--- src/startup_cfg_pkg.sv ---
// constants, field layout, decode tables and carriers for the start-up configuration register
package startup_cfg_pkg;

    // ----------------------------------------------------------------
    // register map
    // ----------------------------------------------------------------
    localparam logic [11:0] CFG_TWO_INDEX = 12'h086;            // printed offset, word index
    localparam logic [11:0] STATUS_INDEX = 12'h087;             // block status word, index
    localparam logic [31:0] CFG_TWO_RESET = 32'h00000000;       // whole register clears at reset
    localparam logic [31:0] STATUS_RESET = 32'h00000000;
    localparam logic [31:0] UNMAPPED_READ = 32'h00000000;       // read data on an unmapped address

    // ----------------------------------------------------------------
    // field positions
    // ----------------------------------------------------------------
    localparam int CAP_LSB = 27;          // current cap, 4 bits
    localparam int ACC_LIN_LSB = 23;      // linear accel, 4 bits
    localparam int ACC_QUAD_LSB = 19;     // quadratic accel, 4 bits
    localparam int AUTO_BIT = 18;         // automatic handoff enable
    localparam int XFER_LSB = 13;         // handoff threshold, 5 bits
    localparam int ALIGN_LSB = 8;         // align angle, 5 bits
    localparam int INIT_PCT_LSB = 4;      // first cycle speed, 4 bits
    localparam int INIT_SEL_BIT = 3;      // first cycle speed choice
    localparam int RAMP_LSB = 0;          // theta error ramp, 3 bits
    localparam logic [4:0] ALIGN_FIRST_RESERVED = 5'h1D;

    // ----------------------------------------------------------------
    // carriers
    // ----------------------------------------------------------------
    typedef struct packed {
        logic spare;                               // bit 31, stored only
        logic [3:0] open_loop_current_cap;
        logic [3:0] open_loop_accel_linear;
        logic [3:0] open_loop_accel_quadratic;
        logic auto_handoff;
        logic [4:0] loop_transfer_speed_pct;
        logic [4:0] align_angle;
        logic [3:0] initial_cycle_speed_pct;
        logic initial_cycle_speed_choice;
        logic [2:0] theta_ramp;
    } cfg_fields_t;

    typedef struct packed {
        logic [13:0] current_cap_ma;       // milliamps
        logic [19:0] accel_linear_chz;     // 0.01 Hz/s units
        logic [19:0] accel_quad_chz;       // 0.01 Hz/s^2 units
        logic use_fixed_handoff;           // high when the threshold applies
        logic [9:0] handoff_pct_tenths;    // 0.1 % of max speed
        logic [8:0] align_deg;             // degrees, zero for reserved codes
        logic align_reserved;              // reserved align code programmed
        logic [9:0] first_cycle_tenths;    // 0.1 % of max speed, zero if 0 Hz chosen
        logic [7:0] ramp_cdeg_ms;          // 0.01 deg/ms units
    } startup_decoded_t;

    // ----------------------------------------------------------------
    // decode tables
    // ----------------------------------------------------------------
    function automatic logic [13:0] cap_ma(input logic [3:0] c);
        unique case (c)
            4'h0: cap_ma = 14'd125;
            4'h1: cap_ma = 14'd250;
            4'h2: cap_ma = 14'd500;
            4'hE: cap_ma = 14'd7000;
            4'hF: cap_ma = 14'd8000;
            default: cap_ma = 14'(1000 + 500 * (int'(c) - 3)); // 1.0 A to 6.0 A
        endcase
    endfunction

    // shared ladder of both acceleration coefficients, codes 0..15
    function automatic logic [19:0] accel_ladder(input logic [3:0] c);
        unique case (c)
            4'h0: accel_ladder = 20'd1;
            4'h1: accel_ladder = 20'd5;
            4'h2: accel_ladder = 20'd100;
            4'h3: accel_ladder = 20'd250;
            4'h4: accel_ladder = 20'd500;
            4'h5: accel_ladder = 20'd1000;
            4'h6: accel_ladder = 20'd2500;
            4'h7: accel_ladder = 20'd5000;
            4'h8: accel_ladder = 20'd7500;
            4'h9: accel_ladder = 20'd10000;
            4'hA: accel_ladder = 20'd25000;
            4'hB: accel_ladder = 20'd50000;
            4'hC: accel_ladder = 20'd75000;
            4'hD: accel_ladder = 20'd100000;
            4'hE: accel_ladder = 20'd500000;
            4'hF: accel_ladder = 20'd1000000;
        endcase
    endfunction

    function automatic logic [9:0] xfer_tenths(input logic [4:0] c);
        if (c <= 5'h13) begin
            xfer_tenths = 10'((int'(c) + 1) * 10);        // 1 % steps
        end else begin
            xfer_tenths = 10'(200 + 25 * (int'(c) - 19)); // 2.5 % steps
        end
    endfunction

    function automatic logic [8:0] align_table(input logic [4:0] c);
        unique case (c)
            5'h00: align_table = 9'd0;
            5'h01: align_table = 9'd10;
            5'h02: align_table = 9'd20;
            5'h03: align_table = 9'd30;
            5'h04: align_table = 9'd45;
            5'h05: align_table = 9'd60;
            5'h06: align_table = 9'd70;
            5'h07: align_table = 9'd80;
            5'h08: align_table = 9'd90;
            5'h09: align_table = 9'd110;
            5'h0A: align_table = 9'd120;
            5'h0B: align_table = 9'd135;
            5'h0C: align_table = 9'd150;
            5'h0D: align_table = 9'd160;
            5'h0E: align_table = 9'd170;
            5'h0F: align_table = 9'd180;
            5'h10: align_table = 9'd190;
            5'h11: align_table = 9'd210;
            5'h12: align_table = 9'd225;
            5'h13: align_table = 9'd240;
            5'h14: align_table = 9'd250;
            5'h15: align_table = 9'd260;
            5'h16: align_table = 9'd270;
            5'h17: align_table = 9'd280;
            5'h18: align_table = 9'd290;
            5'h19: align_table = 9'd300;
            5'h1A: align_table = 9'd315;
            5'h1B: align_table = 9'd340;
            5'h1C: align_table = 9'd350;
            default: align_table = 9'd0;  // reserved codes
        endcase
    endfunction

    function automatic logic [9:0] first_tenths(input logic [3:0] c);
        unique case (c)
            4'h0: first_tenths = 10'd10;
            4'h1: first_tenths = 10'd20;
            4'h2: first_tenths = 10'd30;
            4'h3: first_tenths = 10'd50;
            4'h4: first_tenths = 10'd75;
            4'h5: first_tenths = 10'd100;
            4'h6: first_tenths = 10'd125;
            4'h7: first_tenths = 10'd150;
            4'h8: first_tenths = 10'd175;
            4'h9: first_tenths = 10'd200;
            4'hA: first_tenths = 10'd250;
            4'hB: first_tenths = 10'd300;
            4'hC: first_tenths = 10'd350;
            4'hD: first_tenths = 10'd400;
            4'hE: first_tenths = 10'd450;
            4'hF: first_tenths = 10'd500;
        endcase
    endfunction

    function automatic logic [7:0] ramp_table(input logic [2:0] c);
        unique case (c)
            3'h0: ramp_table = 8'd1;
            3'h1: ramp_table = 8'd5;
            3'h2: ramp_table = 8'd10;
            3'h3: ramp_table = 8'd15;
            3'h4: ramp_table = 8'd20;
            3'h5: ramp_table = 8'd50;
            3'h6: ramp_table = 8'd100;
            3'h7: ramp_table = 8'd200;
        endcase
    endfunction

endpackage

--- src/motor_startup_config_reg.sv ---
// apb register holding the open-loop start-up configuration, with decoded outputs for the sequencer
//
// Our own choice: register access over APB.
`timescale 1ns/1ps
module motor_startup_config_reg
    import startup_cfg_pkg::*;
#(
    parameter int ADDR_W = 12                     // apb byte address width
) (
    input wire logic pclk,                        // 10 MHz system clock
    input wire logic presetn,                     // async reset, active low
    input wire logic psel,                        // apb select
    input wire logic penable,                     // apb access phase
    input wire logic pwrite,                      // apb direction, high writes
    input wire logic [ADDR_W-1:0] paddr,          // apb byte address
    input wire logic [31:0] pwdata,               // apb write data
    output logic [31:0] prdata,                   // apb read data, registered
    output logic pready,                          // apb ready, always high
    output logic pslverr,                         // apb error on unmapped access
    output cfg_fields_t cfg_fields,               // raw fields, registered
    output startup_decoded_t cfg_decoded          // decoded values, registered
);

    // ----------------------------------------------------------------
    // address decode
    // ----------------------------------------------------------------
    localparam logic [ADDR_W-1:0] CFG_ADDR = ADDR_W'({CFG_TWO_INDEX, 2'b00});   // index times four
    localparam logic [ADDR_W-1:0] STATUS_ADDR = ADDR_W'({STATUS_INDEX, 2'b00});

    logic hit_cfg;        // address selects the configuration word
    logic hit_status;     // address selects the status word
    logic setup_phase;    // first cycle of a transfer
    logic access_phase;   // cycle in which the transfer completes
    logic [31:0] cfg;     // the register itself
    logic [31:0] status;  // block status word

    assign hit_cfg = (paddr == CFG_ADDR);
    assign hit_status = (paddr == STATUS_ADDR);
    assign setup_phase = psel && !penable;
    assign access_phase = psel && penable;

    // zero wait states keep the sequencer's view one cycle behind software at most
    assign pready = 1'b1;
    // writes to status and unknown addresses both report an error
    assign pslverr = access_phase && !(hit_cfg || (hit_status && !pwrite));

    // ----------------------------------------------------------------
    // configuration storage
    // ----------------------------------------------------------------
    // every bit, spare bit 31 included, takes the written value
    always_ff @(posedge pclk or negedge presetn) begin
        if (!presetn) begin
            cfg <= CFG_TWO_RESET;
        end else if (access_phase && pwrite && hit_cfg) begin
            cfg <= pwdata;
        end
    end

    assign cfg_fields = cfg_fields_t'(cfg);

    // ----------------------------------------------------------------
    // read data
    // ----------------------------------------------------------------
    // sampled in the setup cycle so it is a flip-flop output during access
    always_ff @(posedge pclk or negedge presetn) begin
        if (!presetn) begin
            prdata <= UNMAPPED_READ;
        end else if (setup_phase && !pwrite) begin
            if (hit_cfg) begin
                prdata <= cfg;
            end else if (hit_status) begin
                prdata <= status;
            end else begin
                prdata <= UNMAPPED_READ;
            end
        end
    end

    // ----------------------------------------------------------------
    // decoded view for the start-up sequencer
    // ----------------------------------------------------------------
    // decode is registered to keep the big tables off the bus timing path
    always_ff @(posedge pclk or negedge presetn) begin
        if (!presetn) begin
            cfg_decoded <= '0;
        end else begin
            cfg_decoded.current_cap_ma <= cap_ma(cfg[CAP_LSB +: 4]);
            cfg_decoded.accel_linear_chz <= accel_ladder(cfg[ACC_LIN_LSB +: 4]);
            // code zero means no quadratic term at all
            if (cfg[ACC_QUAD_LSB +: 4] == 4'h0) begin
                cfg_decoded.accel_quad_chz <= 20'd0;
            end else begin
                cfg_decoded.accel_quad_chz <= accel_ladder(cfg[ACC_QUAD_LSB +: 4]);
            end
            cfg_decoded.use_fixed_handoff <= !cfg[AUTO_BIT];
            cfg_decoded.handoff_pct_tenths <= xfer_tenths(cfg[XFER_LSB +: 5]);
            cfg_decoded.align_deg <= align_table(cfg[ALIGN_LSB +: 5]);
            cfg_decoded.align_reserved <= (cfg[ALIGN_LSB +: 5] >= ALIGN_FIRST_RESERVED);
            // zero hertz first cycle unless the programmed speed is chosen
            if (cfg[INIT_SEL_BIT]) begin
                cfg_decoded.first_cycle_tenths <= first_tenths(cfg[INIT_PCT_LSB +: 4]);
            end else begin
                cfg_decoded.first_cycle_tenths <= 10'd0;
            end
            cfg_decoded.ramp_cdeg_ms <= ramp_table(cfg[RAMP_LSB +: 3]);
        end
    end

    // ----------------------------------------------------------------
    // status word
    // ----------------------------------------------------------------
    // bit 0 reserved align code, bit 1 fixed handoff in use; follows the decode
    always_ff @(posedge pclk or negedge presetn) begin
        if (!presetn) begin
            status <= STATUS_RESET;
        end else begin
            status <= {30'h00000000, !cfg[AUTO_BIT], (cfg[ALIGN_LSB +: 5] >= ALIGN_FIRST_RESERVED)};
        end
    end

    // ----------------------------------------------------------------
    // checks
    // ----------------------------------------------------------------
    a_write_store: assert property (
        @(posedge pclk) disable iff (!presetn)
        (access_phase && pwrite && hit_cfg) |=> (cfg == $past(pwdata)))
        else $error("config write not stored");

    a_read_back: assert property (
        @(posedge pclk) disable iff (!presetn)
        (access_phase && !pwrite && hit_cfg && $past(setup_phase)) |-> (prdata == cfg))
        else $error("config read data wrong");

    a_cap_decode: assert property (
        @(posedge pclk) disable iff (!presetn)
        (cfg[CAP_LSB +: 4] == 4'hD) |=> (cfg_decoded.current_cap_ma == 14'd6000))
        else $error("current cap code 13 not 6.0 A");

    a_accel_linear: assert property (
        @(posedge pclk) disable iff (!presetn)
        (cfg[ACC_LIN_LSB +: 4] == 4'h0) |=> (cfg_decoded.accel_linear_chz == 20'd1))
        else $error("linear accel code 0 not 0.01 Hz/s");

    a_accel_quad: assert property (
        @(posedge pclk) disable iff (!presetn)
        (cfg[ACC_QUAD_LSB +: 4] == 4'h0) |=> (cfg_decoded.accel_quad_chz == 20'd0))
        else $error("quadratic accel code 0 not zero");

    a_handoff_mode: assert property (
        @(posedge pclk) disable iff (!presetn)
        $rose(cfg[AUTO_BIT]) |=> (!cfg_decoded.use_fixed_handoff && status[1] == 1'b0))
        else $error("auto handoff not honoured");

    a_handoff_pct: assert property (
        @(posedge pclk) disable iff (!presetn)
        (cfg[XFER_LSB +: 5] == 5'h14) |=> (cfg_decoded.handoff_pct_tenths == 10'd225))
        else $error("handoff code 14h not 22.5 percent");

    a_align_reserved: assert property (
        @(posedge pclk) disable iff (!presetn)
        (cfg[ALIGN_LSB +: 5] == 5'h1C) |=> (!cfg_decoded.align_reserved && cfg_decoded.align_deg == 9'd350))
        else $error("align code 1Ch not 350 deg");

    a_first_choice: assert property (
        @(posedge pclk) disable iff (!presetn)
        (!cfg[INIT_SEL_BIT]) |=> (cfg_decoded.first_cycle_tenths == 10'd0))
        else $error("first cycle speed not zero when unselected");

    a_ramp_top: assert property (
        @(posedge pclk) disable iff (!presetn)
        (cfg[RAMP_LSB +: 3] == 3'h7) |=> (cfg_decoded.ramp_cdeg_ms == 8'd200))
        else $error("ramp code 7 not 2 deg/ms");

    a_spare_store: assert property (
        @(posedge pclk) disable iff (!presetn)
        (access_phase && pwrite && hit_cfg) |=> (cfg_fields.spare == $past(pwdata[31])))
        else $error("spare bit not stored");

    // a change of the spare bit alone must leave the sequencer's view untouched
    a_spare_inert: assert property (
        @(posedge pclk) disable iff (!presetn)
        ($changed(cfg[31]) && $stable(cfg[30:0])) |=> ($stable(cfg_decoded) && $stable(status)))
        else $error("spare bit changed the decode");

    a_cap_low: assert property (
        @(posedge pclk) disable iff (!presetn)
        (cfg[CAP_LSB +: 4] == 4'h0) |=> (cfg_decoded.current_cap_ma == 14'd125))
        else $error("current cap code 0 not 0.125 A");

    a_cap_top: assert property (
        @(posedge pclk) disable iff (!presetn)
        (cfg[CAP_LSB +: 4] == 4'hF) |=> (cfg_decoded.current_cap_ma == 14'd8000))
        else $error("current cap code 15 not 8.0 A");

    a_handoff_low: assert property (
        @(posedge pclk) disable iff (!presetn)
        (cfg[XFER_LSB +: 5] == 5'h00) |=> (cfg_decoded.handoff_pct_tenths == 10'd10))
        else $error("handoff code 0 not 1 percent");

    a_align_resv_code: assert property (
        @(posedge pclk) disable iff (!presetn)
        (cfg[ALIGN_LSB +: 5] >= ALIGN_FIRST_RESERVED) |=> (cfg_decoded.align_reserved && cfg_decoded.align_deg == 9'd0))
        else $error("reserved align code not flagged");

    a_first_speed: assert property (
        @(posedge pclk) disable iff (!presetn)
        (cfg[INIT_SEL_BIT] && cfg[INIT_PCT_LSB +: 4] == 4'h0) |=> (cfg_decoded.first_cycle_tenths == 10'd10))
        else $error("first cycle code 0 not 1 percent");

    // refused writes flag an error and leave the stored word alone
    a_write_refused: assert property (
        @(posedge pclk) disable iff (!presetn)
        (access_phase && pwrite && !hit_cfg) |-> (pslverr ##1 $stable(cfg)))
        else $error("refused write not flagged or stored");

    a_read_unmapped: assert property (
        @(posedge pclk) disable iff (!presetn)
        (access_phase && !pwrite && !hit_cfg && !hit_status && $past(setup_phase)) |-> (prdata == UNMAPPED_READ))
        else $error("unmapped read data not zero");

endmodule

--- config.mk ---
export PLATFORM = sky130hd
export DESIGN_NAME = motor_startup_config_reg
export DESIGN_NICKNAME = d
export VERILOG_FILES = /design/src/startup_cfg_pkg.sv /design/src/motor_startup_config_reg.sv
export SDC_FILE = /design/constraint.sdc
export NUM_CORES = 1
export LEC_CHECK = 0
export BUFFER_PORTS_ARGS = -buffer_cell sky130_fd_sc_hd__buf_2
export CAP_MARGIN = 20
export CORE_MARGIN = 2
export CORE_UTILIZATION = 40
export DETAILED_ROUTE_END_ITERATION = 8
export GPL_TIMING_DRIVEN = 1
export SETUP_SLACK_MARGIN = 0.3
export SLEW_MARGIN = 20
export SYNTH_ARGS = -nofsm -noshare
export SYNTH_HDL_FRONTEND = slang
export SYNTH_SLANG_ARGS = --single-unit
--- constraint.sdc ---
create_clock -name pclk -period 8.4 [get_ports pclk]
set_input_delay 1.68 -clock pclk [delete_from_list [all_inputs] [get_ports pclk]]
set_output_delay 1.68 -clock pclk [all_outputs]
set_load 0.01 [all_outputs]
==> results by group <==
Outcome
  – Status: finished clean

Yosys
  – Simple-gate share of the synthesized area: 10.1%
  – Synth Area in Adders: 14.1%
  – XOR/XNOR share of the synthesized area: 3.83%
  – Ys async rst share: 100%
  – Number of synthesized flops with an enable pin: 0
  – Cells after synthesis: 784
  – Seq cells post-synth: 154
  – Area leader, netlist: dfrtp_1
  – Post-synthesis mux area share: 4.37%
  – Mapped Nets: 918
  – Sequential fraction of the synthesis area: 47.2%
  – Post-Syn Area: 0.00817 mm2
  – Most used DFF post-synth: dfrtp_1
  – Mean Syn Cell Area: 10.4 um2
  – Compound-Gate Fraction of Synth Area: 14.7%
  – Synth area leaders: dfrtp_1, ha_1, o21ai_0
  – Top-area cell type share of the netlist area: 47.2%
  – Netlist cell types: 57
  – Ys Warns: 0
  – Largest family of logic cells by synthesized area: compound AO/OA/AOI/OAI gates

Floorplanning
  – Die area: 0.0216 mm2
  – Chip width: 147 um
  – Rows: 52
  – Die Span Y: 147 um
  – IO Count: 208
  – Starting Density: 40.5%
  – Core area: 0.0202 mm2

Clocking
  – CTS tree: yes
  – PostCTS Resize Cnt: 0
  – Clk buf depth: 2
  – Worst skew pair latency: 0.42 ns
  – Setup Buffers After CTS: 0
  – CTS Sinks: 154
  – Maximum level of the CTS H-tree: 4
  – CTS clk-pin slew, worst paths: 0.06 ns
  – Hold Buf Count CTS: 0
  – Num CTS Buffers: 17
  – CTS root buf: clkbuf_16

Setup path
  – Crit. End Element: primary output
  – Crit-path cells: buf_2 -> or4_1 -> nor4b_2 -> nand4_2 -> a21oi_1 -> nor2_1 -> buf_2
  – Setup CP Type: input pin to primary output
  – Capturing point of the worst reg2reg path: cfg_decoded[92]
  – Number of cells on the critical path: 7
  – Cell repeated most along the worst path: buf_2
  – Setup crit end: pslverr
  – CP max stage cell: or4_1
  – Critical path fanouts, max: 5
  – Worst R2R Path Depth: 14
  – FF-to-FF Start: cfg_fields[27]
  – Crit path DAT: 3.22 ns
  – Required time worst endpoint: 6.72 ns
  – R2r setup slk: 3.67 ns
  – CP bufs+invs: 2
  – CP peak stage delay: 0.52 ns
  – Nature of the critical path startpoint: input pin
  – CP delay by family, top: simple AND/OR/NAND/NOR gates
  – Crit path from: paddr[5]

Final layout
  – Final net count: 1,100
  – Util after Layout: 49.4%
  – Antenna cell count: 0
  – Layout cells sized above 1: 26.0%
  – Layout area overhead: 22.0%
  – Final std cells w/o fill: 1,249

STA
  – RSZ-0062 raised after global routing: no
  – Tmin final: 4.90 ns
  – Fin Setup TNS: 0 ns
  – Worst Skew: 0.00874 ns
  – Slew Viols, Final: 0
  – FMAX: 204 MHz
  – Worst Tran Pin Value: 0.870 ns
  – Final hold vios: 0
  – Worst slew margin: 41.8%
  – Final setup fails: 0
  – Final Cycle Share: 58.3%

Route
  – Met1 Wirelength: 9160 um
  – Met2 wire len: 9270 um
  – DR pass1 iterations: 4
  – Met3 WL: 992 um
  – Max Used Layer: met5
  – Vias/cell: 5.02
  – WL/cell: 15.8 um
  – Number of remaining DRC errors: 0
  – DRT antenna net count: 0
  – Total wire length: 19,800 um
  – DR iter-0 viols: 258
  – Via count: 6,272

Power and ir drop
  – Clk network pwr share: 49.4%
  – Power density cells: 158 mW/mm2
  – Final Power: 1.58 mW
  – Combinational power share: 3.3%
  – Part of the power in registers: 47.3%
  – Sw frac: 23.4%
  – Sw power: 370 uW
  – Static Leakage: 5.26 nW
  – Internal power: 1.21 mW
  – IR Drop Worst-Case VDD: 0.000125 V

Placed design
  – Placed insts: 1,217
  – RePlAce Congestion: 0.794
  – Post-DP HPWL: 13,800 um
  – Port Buf Inserts: 205

Global route
  – Total gr overflow: 0
  – Vias in the first global route: 6,090
  – First-pass GRT wire length: 31,700 um
  – Largest net degree at the start of global routing: 89
  – Initial antenna violation count: 1
  – GR Util All Layers: 18.5%

Job
  – Max-Cap Viols: 0

Min path
  – Hold Crit Class: flip-flop to flip-flop
through the flow:
step,setup slack (ns),hold slack (ns),cell area [um2]
2_1_floorplan,3.85,0.494,8170
6_report,3.50,0.481,9970
3_3_place_gp,3.47,0.462,9370
5_1_grt,3.39,0.513,9970
4_1_cts,3.44,0.484,9960
3_5_place_dp,3.44,0.469,9370
cell usage in the layout (no fill, tap or decap), types with 12 or more instances in the layout:
cell and count:
ha_1 73, a22o_1 31, xnor2_1 24, and2_1 13, clkbuf_16 17, a21oi_1 40, dfrtp_1 154, fa_1 12
nand2_1 67, inv_1 67, nor2_1 58, o21ai_0 57, mux2i_1 12, buf_2 204
worst min-delay path: cells and delay by family, from the launching register on:
family,cells,cell delay (ns)
compound gates,1,0.05
flops,1,0.34
simple gates,1,0.05
power by group through the flow:
stage                     registers [mW]  clock network, mW  logic (mW)
after floorplan                    0.761                  0      0.0177
after global placement             0.760                  0      0.0534
after detailed placement           0.760                  0      0.0538
after CTS                          0.746              0.796      0.0541
after global routing               0.746              0.826      0.0596
final                              0.746              0.780      0.0523
layout make-up:
type | count | area (um2)
Fill cell | 1904 | 10200
Multi-Input combinational cell | 516 | 3870
Tap cell | 270 | 338
Clock inverter | 14 | 160
Clock buffer | 18 | 429
Sequential cell | 154 | 3850
Timing Repair Buffer | 209 | 1060
Inverter | 68 | 255
per-layer routing:
layer | vias up | track usage (%)
met3 | 25 | 3.60
met1 | 3027 | 25.5
met2 | 182 | 29.6
met5 | - | 0
met4 | 2 | 6.11
li1 | 3036 | -
synthesized netlist by cell type (all sizes together) (2+ instances only):
cell       n
mux2i     12
nand2b     5
mux2      15
nor3b      2
a311oi     2
and2      13
a21oi     40
ha        73
dfrtp    154
nor3       7
xnor2     24
a21o       7
o2111ai    2
nand3      5
and3       3
o21ai     58
inv       67
conb       2
xor2       9
a21boi     3
a31oi      7
o311a      2
o21a       3
fa        12
mux4       3
nor2      58
o31ai      3
a211o      2
buf       13
nor4       2
o211a      2
clkbuf    33
nand2     67
o21bai     3
a221oi     3
a22oi      4
a211oi     4
o211ai     6
nor2b     10
o22ai      3
a22o      31
cells by family after synthesis:
group	count (synthesis)
adders and majority gates	85
buffers and inverters	114
DFF	154
muxes	30
AOI/OAI and AO/OA	186
xor gates and xnor gates	34
and+or+nand+nor	179
other	2
registers in the layout, indices dropped and copies added, names as in the netlist:
register / count
cfg_decoded: 88
cfg_fields: 32
prdata: 32
status: 2
worst min-delay path by stage:
stage | slack, ns | cells after the start | to | from
finish | 0.48 | 2 | prdata[1] | prdata[1]
global route | 0.51 | 1 | prdata[5] | prdata[5]
CTS | 0.48 | 2 | prdata[1] | prdata[1]
detailed placement | 0.47 | 2 | prdata[1] | prdata[1]
global placement | 0.46 | 2 | prdata[0] | prdata[0]
floorplan | 0.49 | 1 | status[1] | cfg_fields[18]
No activity file was read; power rests on OpenSTA's default activity.
